## config.mk

```make
export PLATFORM = sky130hd
export DESIGN_NAME = adc_result_status_bank
export DESIGN_NICKNAME = d
export VERILOG_FILES = /design/src/rtl/adc_result_pkg.sv /design/src/rtl/adc_result_status_bank.sv
export SDC_FILE = /design/constraint.sdc
export NUM_CORES = 1
export LEC_CHECK = 0
export ABC_CLOCK_PERIOD_IN_PS = 2900
export BUFFER_PORTS_ARGS = -buffer_cell sky130_fd_sc_hd__buf_2
export CORE_ASPECT_RATIO = 1.25
export CORE_MARGIN = 3
export CORE_UTILIZATION = 57
export CTS_BUF_LIST = sky130_fd_sc_hd__clkbuf_8
export DETAILED_ROUTE_END_ITERATION = 16
export PLACE_DENSITY = 0.78
export SYNTH_ARGS = -nofsm -noshare
export SYNTH_HDL_FRONTEND = slang
export SYNTH_SLANG_ARGS = --single-unit
```

## constraint.sdc

```tcl
create_clock -name mclk -period 2.9 [get_ports mclk]
set_clock_uncertainty 0.05 [all_clocks]
set_input_delay 0.58 -clock mclk [delete_from_list [all_inputs] [get_ports mclk]]
set_output_delay 0.58 -clock mclk [all_outputs]
set_load 0.05 [all_outputs]
```

## src/rtl/adc_result_pkg.sv

```systemverilog
// Package for the ADC result and interrupt-source status bank.
// Assumes a 32-bit classic Wishbone bus with byte addresses and one clock.
package adc_result_pkg;

    // Register byte offsets
    localparam logic [7:0] OFS_SRC_STATUS = 8'h8C;
    localparam logic [7:0] OFS_WORD_BASE = 8'h90;
    localparam logic [7:0] OFS_EVT_STATUS = 8'hD8;
    localparam logic [7:0] OFS_EVT_CLEAR = 8'hDC;
    localparam logic [7:0] OFS_EVT_ENABLE = 8'hE0;
    localparam int WORD_STRIDE_LOG2 = 2;

    // Interrupt-source status bit positions
    localparam int SRC_DONE_BIT = 31;
    localparam int SRC_TRIG_BIT = 30;
    localparam int SRC_OVL_BIT = 29;
    localparam int SRC_FINE_BIT = 28;
    localparam int SRC_COARSE_BIT = 27;
    localparam int SRC_TEMP_BIT = 24;
    localparam int SRC_DIFF_LSB = 16;
    localparam int SRC_SE_LSB = 0;

    // Channel result word bit positions
    localparam int WRD_LSB_LSB = 28;
    localparam int WRD_TRIG_BIT = 26;
    localparam int WRD_OVL_BIT = 25;
    localparam int WRD_FINE_BIT = 24;
    localparam int WRD_COARSE_BIT = 23;
    localparam int WRD_GAIN_LSB = 20;
    localparam int WRD_FSEL_BIT = 19;
    localparam int WRD_CEN_BIT = 16;
    localparam int WRD_ERR_BIT = 14;
    localparam int WRD_RES_LSB = 0;

    // Reset values
    localparam logic [31:0] ZERO_WORD = 32'h0000_0000;
    localparam logic [15:0] EVT_ENABLE_RESET = 16'h0000;

    // One finished conversion from the filter logic
    typedef struct packed {
        logic valid;
        logic [3:0] channel;
        logic diff_mode;
        logic [3:0] extra_lsb;
        logic trigger_overrun_flag;
        logic modulator_overload_flag;
        logic fine_filter_range_flag;
        logic coarse_filter_range_flag;
        logic stale;
        logic [2:0] gain;
        logic filter_select;
        logic chan_enable;
        logic [11:0] result;
    } conv_in_s;

    // Stored content of one channel result word
    typedef struct packed {
        logic [3:0] extra_lsb;
        logic trigger_overrun_flag;
        logic modulator_overload_flag;
        logic fine_filter_range_flag;
        logic coarse_filter_range_flag;
        logic [2:0] gain;
        logic filter_select;
        logic chan_enable;
        logic result_error_flag;
        logic [11:0] result;
    } word_s;

endpackage

```

## src/rtl/adc_result_status_bank.sv

```systemverilog
// Result word array, interrupt-source status and event interrupt of the ADC.
// Assumes conversion records arrive on mclk from the filter logic, one per cycle at most.
// Contract
// - Done summary reads 1 while any channel word has conversion done set.
// - Trigger summary reads 1 while any word has trigger-overrun set.
// - Overload summary is the OR of all words' overload flags.
// - Fine-filter summary is the OR of all words' fine range flags.
// - Coarse-filter summary is the OR of all words' coarse range flags.
// - Temperature pending set when the temperature conversion raised the interrupt.
// - Temperature pending clears only by reading its result word.
// - Eight differential pending bits, each cleared by reading its word.
// - Differential-enabled word raises its differential pending bit.
// - Sixteen single-ended pending bits, each cleared by reading its word.
// - Differential-enabled word never raises its single-ended pending bit; here a differential record on channels 8 to 15 does raise it.
// - Sixteen result words hold result plus conversion status.
// - New conversion overwrites its word even if unread.
// - Word layout: result, extra LSBs, flags, gain, filter select, enable, error.
// - Reading source status drops the interrupt; status bits stay, no masking.
// - Summaries are plain ORs across all words.
// - Reading a word clears its status bits, keeps the result.
//
// Decided for this implementation: register access over Wishbone.
`timescale 1ns/1ps
`default_nettype none

module adc_result_status_bank #(
    parameter int N_CH = 16,
    parameter int N_DIFF = 8,
    parameter int TEMP_CH = 15
) (
    input wire logic mclk,
    input wire logic rst,
    input wire logic wb_cyc_i,
    input wire logic wb_stb_i,
    input wire logic wb_we_i,
    input wire logic [7:0] wb_adr_i,
    input wire logic [31:0] wb_dat_i,
    input wire logic [3:0] wb_sel_i,
    output logic [31:0] wb_dat_o,
    output logic wb_ack_o,
    input wire adc_result_pkg::conv_in_s conv_i,
    output logic converter_irq_out
);

    // Field layout is fixed by the register map
    if (N_CH != 16 || N_DIFF != 8 || TEMP_CH < 0 || TEMP_CH >= N_CH) begin : g_bad_param
        $error("adc_result_status_bank: unsupported channel parameters");
    end

    adc_result_pkg::word_s word_q [N_CH];
    adc_result_pkg::word_s word_d [N_CH];
    logic [N_CH-1:0] done_q, done_d;
    logic [N_CH-1:0] diff_q, diff_d;
    logic [N_CH-1:0] evt_q, evt_d;
    logic [N_CH-1:0] en_q, en_d;
    logic quiet_q, quiet_d;
    logic irq_q, irq_d;
    logic ack_q, ack_d;
    logic [31:0] dat_q, dat_d;

    // Bus decode; one access per handshake, answered one cycle later
    logic access;
    logic rd_access;
    logic wr_access;
    logic word_hit;
    logic [7:0] word_ofs;
    logic [3:0] word_idx;
    assign access = wb_cyc_i && wb_stb_i && !ack_q;
    assign rd_access = access && !wb_we_i;
    assign wr_access = access && wb_we_i;
    assign word_ofs = wb_adr_i - adc_result_pkg::OFS_WORD_BASE;
    assign word_idx = word_ofs[5:2];
    assign word_hit = (wb_adr_i >= adc_result_pkg::OFS_WORD_BASE)
        && (word_ofs < 8'(N_CH << adc_result_pkg::WORD_STRIDE_LOG2))
        && (wb_adr_i[1:0] == 2'h0);

    // Summaries: combinational ORs over the live words
    logic [N_CH-1:0] trig_v, ovl_v, fine_v, coarse_v;
    logic [N_CH-1:0] se_pend;
    logic [N_DIFF-1:0] diff_pend;
    logic temp_pend;
    always_comb begin
        for (int i = 0; i < N_CH; i++) begin
            trig_v[i] = word_q[i].trigger_overrun_flag;
            ovl_v[i] = word_q[i].modulator_overload_flag;
            fine_v[i] = word_q[i].fine_filter_range_flag;
            coarse_v[i] = word_q[i].coarse_filter_range_flag;
            se_pend[i] = done_q[i] && !diff_q[i];
        end
        for (int k = 0; k < N_DIFF; k++) begin
            diff_pend[k] = done_q[k] && diff_q[k];
        end
        temp_pend = done_q[TEMP_CH];
    end

    // Interrupt-source status word
    logic [31:0] src_word;
    always_comb begin
        src_word = adc_result_pkg::ZERO_WORD;
        src_word[adc_result_pkg::SRC_DONE_BIT] = |done_q;
        src_word[adc_result_pkg::SRC_TRIG_BIT] = |trig_v;
        src_word[adc_result_pkg::SRC_OVL_BIT] = |ovl_v;
        src_word[adc_result_pkg::SRC_FINE_BIT] = |fine_v;
        src_word[adc_result_pkg::SRC_COARSE_BIT] = |coarse_v;
        src_word[adc_result_pkg::SRC_TEMP_BIT] = temp_pend;
        src_word[adc_result_pkg::SRC_DIFF_LSB +: N_DIFF] = diff_pend;
        src_word[adc_result_pkg::SRC_SE_LSB +: N_CH] = se_pend;
    end

    // Packs a stored word into the bus layout
    function automatic logic [31:0] pack_word(input adc_result_pkg::word_s w);
        logic [31:0] r;
        r = adc_result_pkg::ZERO_WORD;
        r[adc_result_pkg::WRD_LSB_LSB +: 4] = w.extra_lsb;
        r[adc_result_pkg::WRD_TRIG_BIT] = w.trigger_overrun_flag;
        r[adc_result_pkg::WRD_OVL_BIT] = w.modulator_overload_flag;
        r[adc_result_pkg::WRD_FINE_BIT] = w.fine_filter_range_flag;
        r[adc_result_pkg::WRD_COARSE_BIT] = w.coarse_filter_range_flag;
        r[adc_result_pkg::WRD_GAIN_LSB +: 3] = w.gain;
        r[adc_result_pkg::WRD_FSEL_BIT] = w.filter_select;
        r[adc_result_pkg::WRD_CEN_BIT] = w.chan_enable;
        r[adc_result_pkg::WRD_ERR_BIT] = w.result_error_flag;
        r[adc_result_pkg::WRD_RES_LSB +: 12] = w.result;
        return r;
    endfunction

    // Byte-lane write merge for the enable register
    function automatic logic [N_CH-1:0] lane_merge(input logic [N_CH-1:0] old,
            input logic [31:0] wd, input logic [3:0] sel);
        logic [N_CH-1:0] r;
        r = old;
        if (sel[0]) begin
            r[7:0] = wd[7:0];
        end
        if (sel[1]) begin
            r[15:8] = wd[15:8];
        end
        return r;
    endfunction

    // Result words: conversion write beats read-clear so no event is lost
    logic new_conv;
    assign new_conv = conv_i.valid && (int'(conv_i.channel) < N_CH);
    always_comb begin
        for (int i = 0; i < N_CH; i++) begin
            word_d[i] = word_q[i];
            done_d[i] = done_q[i];
            diff_d[i] = diff_q[i];
            if (rd_access && word_hit && word_idx == 4'(i)) begin
                // Result, extra LSBs and config echo survive the read
                word_d[i].trigger_overrun_flag = 1'b0;
                word_d[i].modulator_overload_flag = 1'b0;
                word_d[i].fine_filter_range_flag = 1'b0;
                word_d[i].coarse_filter_range_flag = 1'b0;
                word_d[i].result_error_flag = 1'b0;
                done_d[i] = 1'b0;
            end
            if (new_conv && conv_i.channel == 4'(i)) begin
                word_d[i].extra_lsb = conv_i.extra_lsb;
                word_d[i].trigger_overrun_flag = conv_i.trigger_overrun_flag;
                word_d[i].modulator_overload_flag = conv_i.modulator_overload_flag;
                word_d[i].fine_filter_range_flag = conv_i.fine_filter_range_flag;
                word_d[i].coarse_filter_range_flag = conv_i.coarse_filter_range_flag;
                word_d[i].gain = conv_i.gain;
                word_d[i].filter_select = conv_i.filter_select;
                word_d[i].chan_enable = conv_i.chan_enable;
                word_d[i].result_error_flag = conv_i.trigger_overrun_flag
                    || conv_i.modulator_overload_flag || conv_i.fine_filter_range_flag
                    || conv_i.coarse_filter_range_flag || conv_i.stale;
                word_d[i].result = conv_i.result;
                done_d[i] = 1'b1;
                // Only the low channels have a differential partner
                diff_d[i] = conv_i.diff_mode && (i < N_DIFF);
            end
        end
    end

    always_ff @(posedge mclk) begin
        for (int i = 0; i < N_CH; i++) begin
            if (rst) begin
                word_q[i] <= '0;
            end else begin
                word_q[i] <= word_d[i];
            end
        end
        if (rst) begin
            done_q <= '0;
            diff_q <= '0;
        end else begin
            done_q <= done_d;
            diff_q <= diff_d;
        end
    end

    // Event status, clear and enable; a new event wins over its clear
    logic src_read;
    assign src_read = rd_access && wb_adr_i == adc_result_pkg::OFS_SRC_STATUS;
    always_comb begin
        evt_d = evt_q;
        en_d = en_q;
        quiet_d = quiet_q;
        if (wr_access && wb_adr_i == adc_result_pkg::OFS_EVT_CLEAR) begin
            evt_d = evt_q & ~lane_merge('0, wb_dat_i, wb_sel_i);
        end
        if (wr_access && wb_adr_i == adc_result_pkg::OFS_EVT_ENABLE) begin
            en_d = lane_merge(en_q, wb_dat_i, wb_sel_i);
        end
        if (src_read) begin
            quiet_d = 1'b1;
        end
        if (new_conv) begin
            evt_d[conv_i.channel] = 1'b1;
            quiet_d = 1'b0;
        end
        // Registered output, so the drop shows one cycle after the read is taken
        irq_d = |(evt_d & en_d) && !quiet_d;
    end

    always_ff @(posedge mclk) begin
        if (rst) begin
            evt_q <= '0;
            en_q <= adc_result_pkg::EVT_ENABLE_RESET;
            quiet_q <= 1'b0;
            irq_q <= 1'b0;
        end else begin
            evt_q <= evt_d;
            en_q <= en_d;
            quiet_q <= quiet_d;
            irq_q <= irq_d;
        end
    end

    // Read mux and acknowledge; unmapped reads return zero, writes are dropped
    always_comb begin
        ack_d = access;
        dat_d = dat_q;
        if (rd_access) begin
            dat_d = adc_result_pkg::ZERO_WORD;
            if (wb_adr_i == adc_result_pkg::OFS_SRC_STATUS) begin
                dat_d = src_word;
            end else if (word_hit) begin
                dat_d = pack_word(word_q[word_idx]);
            end else if (wb_adr_i == adc_result_pkg::OFS_EVT_STATUS) begin
                dat_d[N_CH-1:0] = evt_q;
            end else if (wb_adr_i == adc_result_pkg::OFS_EVT_ENABLE) begin
                dat_d[N_CH-1:0] = en_q;
            end
        end
    end

    always_ff @(posedge mclk) begin
        if (rst) begin
            ack_q <= 1'b0;
            dat_q <= adc_result_pkg::ZERO_WORD;
        end else begin
            ack_q <= ack_d;
            dat_q <= dat_d;
        end
    end

    assign wb_ack_o = ack_q;
    assign wb_dat_o = dat_q;
    assign converter_irq_out = irq_q;
endmodule

`default_nettype wire

```

==> results of run 1 <==
-- layout make-up --
cell class	count	area, sq um
flip-flops and latches	507	10150
repair buffers	209	1585
fillers	2971	12770
well taps	486	608.1
clock buffers	109	1500
inverters	2	7.507
diodes	10	25.02
multi-input cells	1736	10760
clock inverters	32	163.9
-- cells in the final DEF, fill, tap and decap left out, drive strengths merged, types with 10 or more instances in the layout --
cell / instances
a211oi: 15
a21oi: 393
a221oi: 13
a22o: 16
a22oi: 91
buf: 209
clkbuf: 109
dfxtp: 507
diode: 10
inv: 24
mux2: 10
mux4: 130
nand2: 752
nand3: 12
nor2: 141
nor2b: 13
nor3: 22
nor4: 22
o21ai: 25
o41ai: 10
-- worst paths after layout --
check / from / endpoint / slack (ps) / depth (start not counted)
setup / recovery: wb_ack_o / converter_irq_out / 460 / 7
hold / removal: wb_dat_i[13] / evt_q[13] / 90 / 2
setup reg to reg: wb_ack_o / converter_irq_out / 460 / 7
hold reg to reg: word_q[5][10] / word_q[5][10] / 400 / 2
-- per-layer routing --
layer | global-route usage (%) | vias to the layer above | part of all wire [%]
li1 | - | 8766 | -
met1 | 42.37 | 9425 | 35
met2 | 54.28 | 1372 | 46
met3 | 6.519 | 322 | 11
met4 | 25.05 | 0 | 7.6
met5 | 0 | - | 0
-- flip-flops by register name (all words and copies together) (netlist names) --
signal             count
converter_irq_out      1
diff_q                 8
done_q                16
en_q                  16
evt_q                 16
quiet_q                1
wb_ack_o               1
wb_dat_o              32
word_q               416
-- Yosys cell counts (all sizes together), types with 2 or more instances --
cell and count:
a211oi 15, a21oi 393, a221oi 13, a22o 16, a22oi 91, a311oi 8, a31o 2, a31oi 3
a32oi 6, and2 6, and3 2, and3b 2, buf 50, clkbuf 180, dfxtp 507, ha 5
inv 2, mux2 10, mux2i 6, mux4 130, nand2 752, nand2b 4, nand3 12, nand3b 3
nand4 7, nand4bb 4, nor2 141, nor2b 13, nor3 22, nor4 22, o21ai 25, o22a 2
o41ai 10, or2 2, or3b 2
-- kinds of logic (layout without fill, tap and decap cells) --
| group | count (synthesis) | after routing |
|---|---|---|
| other cells | 0 | 10 |
| compound gates | 586 | 586 |
| flops | 507 | 507 |
| xor+xnor | 1 | 1 |
| mux | 146 | 146 |
| simple gates | 998 | 998 |
| buf+inv | 232 | 352 |
| fa+ha+maj | 5 | 5 |
-- where the power goes --
group	internal (mW)	leakage, nW	switching [mW]
Combinational	0.367	3.62	0.733
Clock	3.35	0.937	2.87
Sequential	7.07	4.10	0.0612
Total	10.8	8.65	3.67
-- stage by stage --
step / setup slack (ps) / total power, mW / utilization (%)
floorplan: 5.589 / 7.972 / -
global placement: 108.0 / 8.318 / 61.52
detailed placement: 76.22 / 8.352 / 61.52
CTS: 504.5 / 14.48 / 65.95
global route: 305.6 / 14.88 / 66.00
finish: 461.7 / 14.45 / 66.01
==> run metrics, run 1 <==
Pwr Density=583.0 nW/um^2; Max Transition Viols Final=0; starting density of the core=58.13%; run status=finished clean; buffer depth of the longest clock path=3; count of different cell masters after synthesis=57; largest net degree at the start of global routing=98; final cell area excluding filler cells=24,800 sq um; number of H-tree levels=3; Layout Nets=between 2,000 and 3,000; CTS tree=yes; slowest cell delay on critical path=400 ps; global-route wire length before repair=108.2 mm; Final Wtd Congestion=0.9633; Layout Area Growth over Synthesis=13.56%; number of vias per cell after detailed routing=6.433; final instance count without filler cells=3,091; fraction of the mapped netlist area in compound gates=between 10% and 20%; cell type group with the largest total delay on the critical path=simple AND/OR/NAND/NOR gates; Std-Cell Rows=79; Yosys warnings=0; post-synthesis share of cell area spent on xor and xnor gates=less than 1%; clock slew at the register clock pins of the worst setup and hold paths=70 ps; number of DRC markers after the initial detailed-route iteration=between 2,000 and 3,000; prevailing post-synth register cell=dfxtp_1; Async S/R FF share, synth=0%; Crit. End Element=flop; worst relative slew slack=49.41%; Clock Sinks=between 500 and 600; die footprint=40,700 sq um; share of the synthesized area in the top cell type=46.49%; wire length per cell after detailed routing=23.30 um; num ports=115; Post-Syn Nets=2,561; antenna violations before repair=10; shortest clock period the worst path allows after layout=between 2000 and 2500 ps; measured slew at the worst slew-check pin=between 700 and 800 ps; total of buffers placed on input and output ports=96; Netlist Area Pre-Place=21,830 sq um; main combinational cell family by area after synthesis=simple AND/OR/NAND/NOR gates; cells after synthesis=2,475; Critical Path AT=2930 ps; unrepaired setup endpoints after global routing=false; sequential-to-total area share from yosys stat=46.49%; leakage component of the power=~8.6 nW; combined buffer and inverter count along the critical path=1; final number of setup-violating endpoints=0; cells taking the most area after synthesis=dfxtp_1 (46%), mux4_2 (13%), nand2_1 (13%); overall global routing resource usage=34.38%; CP Launch Type=flop; Synth Area in Simple Gates=18.57%; number of hold violations in the final report=0; dpl hpwl=44.54 mm; Core ar.=37,560 sq um; ratio of cells with drive above 1 in the final layout=between 10% and 20%; path category of the worst min-delay check=in -> reg; Inserted Clock Buffers=around 80; clock root buffer master=clkbuf_8; Post CTS Setup Buffer Count=0; IR Drop Worst-Case VDD=0.2660 mV; required time at the worst-slack endpoint=3390 ps; post-route clock period utilization=84.08%; critical path type=reg -> reg; Detailed Routing Iterations Pass 1=6; setup total negative slack=0 ps; EDFF count, synth=0; later-pin clock latency in the skew report=about 680 ps; Syn Area/Cell=8.822 sq um; total global routing overflow=0; instance area after placement=23,110 sq um; cts-stage hold buffer count=0; Min Hold Slack=94.13 ps; cell breakdown of the critical path=nand4b_1, nor3_4, buf_4, mux2_2, a22oi_1, and4_1, a31oi_1; Synth area leader=dfxtp_1; fmax=0.4101 GHz; post-synthesis mux area share=14.20%; Resize count post-CTS=0; share of synthesized cell area in full adder, half adder and majority cells=0.2865%; Vias=slightly below 20,000; slowest stage cell on the critical path=nand4b_1; DRC errors left=0; number of synthesized register bits=507; number of nets with antenna violations after routing=0; width of the chip=approximately 180 um; number of global-route vias before repair=19,040; number of maximum-capacitance constraint violations=0; Post-Route WL=72.01 mm; crit-path max FO=4; die extent in y=224.8 um; instance count after placement with tap cells included=around 3,000
(Power assumes the default switching activity.)
==> run 2: changes to the inputs <==
Settings changed: ABC_CLOCK_PERIOD_IN_PS 2900 to 2420, CORE_UTILIZATION 57 to 60.
Clock period 2.9 ns to 2.42 ns, I/O delays scaled along.
==> run metrics, run 2 (same netlist as run 1, synthesis figures left out) <==
run status=finished clean; global-route wire length before repair=111.9 mm; cell breakdown of the critical path=nand4b_1, buf_4, nor3_4, buf_4, mux2_4, a22oi_1, and4_1, a31oi_1; instance count after placement with tap cells included=about 3,000; overall global routing resource usage=38.00%; fmax=0.4304 GHz; number of hold violations in the final report=0; CTS tree=yes; Inserted Clock Buffers=78; met3 usage in global routing=9.311%; sequential cell area=10,150 sq um; Post-Route WL=74.05 mm; leakage component of the power=8.949 nW; dpl hpwl=46.48 mm; Pwr Density=682.0 nW/um^2; Critical Path AT=2780 ps; most frequent cells in the layout=nand2_1 (752), dfxtp_1 (507), a21oi_1 (392), buf_4 (146), mux4_2 (130); DRC errors left=0; worst relative slew slack=a little under half; number of DRC markers after the initial detailed-route iteration=2,893; Vias=20,320; largest net degree at the start of global routing=74; clock root buffer master=clkbuf_8; antenna violations before repair=13; worst setup slack before clock tree synthesis=-265.5 ps; Core ar.=35,650 sq um; number of nets with antenna violations after routing=0; slowest stage cell on the critical path=and4_1; Final Wtd Congestion=approximately 1.0; largest register by flop count=word_q; Crit. End Element=flop; unrepaired setup endpoints after global routing=false; total global routing overflow=0; wire length per cell after detailed routing=23.63 um; Layout Nets=2,683; later-pin clock latency in the skew report=660 ps; Layout Area Growth over Synthesis=16.29%; footprint of the multi-input gates=10,830 sq um; Max Transition Viols Final=0; num ports=about 120; total of buffers placed on input and output ports=96; Min Hold Slack=about 56 ps; Post CTS Setup Buffer Count=0; ratio of cells with drive above 1 in the final layout=21.22%; Clock Sinks=507; number of vias per cell after detailed routing=around 6.5; critical path type=reg -> reg; number of global-route vias before repair=19,940; CP most frequent cell=buf_4; width of the chip=176.6 um; Std-Cell Rows=77; measured slew at the worst slew-check pin=821.6 ps; shortest clock period the worst path allows after layout=2324 ps; required time at the worst-slack endpoint=2880 ps; busiest layer in global routing=met2; post-route clock period utilization=96.01%; number of maximum-capacitance constraint violations=0; die footprint=a little under 40,000 sq um; path category of the worst min-delay check=in -> reg; Largest register FFs=around 420; final-layout fill cell count=2,559; buffer depth of the longest clock path=3; clock slew at the register clock pins of the worst setup and hold paths=60 ps; crit-path max FO=8; commonest non-fill, non-tap cell in the layout=nand2_1; CP Launch Type=flop; final number of setup-violating endpoints=0; Final WS setup=96.45 ps; Detailed Routing Iterations Pass 1=6; slowest cell delay on critical path=370 ps; IR Drop Worst-Case VDD=0.3514 mV; global-route track usage on met1=44.79%; met2 usage in global routing=roughly three fifths; starting density of the core=61.25%; final instance count without filler cells=3,134; die extent in y=219.3 um; number of H-tree levels=3
## run 2: changes by cell type in the layout (fill, tap and decap cells not counted), sizes merged
cell / previous run / this run
buf: 209 / 271
bufinv: 0 / 5
clkbuf: 109 / 93
clkinv: 8 / 7
clkinvlp: 2 / 4
diode: 10 / 11
dlygate4sd3: 0 / 1
inv: 24 / 25
## run 2: through the flow
step / power [mW] / instance area, sq um / TNS, ps / utilization, %
2_1_floorplan: 9.564 / 21910 / -37.91 / -
3_3_place_gp: 10.06 / 23750 / -7210 / 66.62
3_5_place_dp: 10.10 / 23750 / -10470 / 66.62
4_1_cts: 17.32 / 25340 / 0 / 71.09
5_1_grt: 17.80 / 25390 / 0 / 71.21
6_report: 17.32 / 25390 / 0 / 71.23
## run 2: per-layer routing
layer  part of all wire (%)  vias up
met2                     46     1416
li1                       -     8883
met3                     12      349
met1                     34     9672
met4                    8.3        0
met5                      0        -
## run 2: path summary, 6_finish.rpt
check,cells past startpoint,slack [ps],start,endpoint
setup / recovery,8,100,wb_ack_o,converter_irq_out
hold reg to reg,2,400,wb_dat_o[18],wb_dat_o[18]
hold / removal,2,60,wb_dat_i[15],evt_q[15]
setup reg to reg,8,100,wb_ack_o,converter_irq_out
## run 2: cell type report
type,count,area share [%]
antenna,11,0.1084
clock buffer,93,5.041
clock inverter,39,1.188
inverter,2,0.04928
multi-input combinational,1736,42.65
sequential,507,39.97
tap,474,2.336
timing repair buffer,272,8.658
## run 2: critical path: cells and delay by family (launching register included)
kind | cells | cell delay [ps]
AO/OA/AOI/OAI | 2 | 310
buffers and inverters | 2 | 410
flip-flops | 1 | 330
multiplexers | 1 | 310
AND/OR/NAND/NOR | 3 | 790
## run 2: power breakdown
group,switching [mW],internal (mW)
combinational,0.904,0.507
sequential,0.0787,8.47
clock,3.35,4.00
total,4.34,13.0
## run 2: repair_timing
item | CTS | global route
endpoints found under the setup margin | 0 | 1
endpoints found under the hold margin | 1 | 0
resized for setup | 0 | 3
hold buffers | 1 | 0
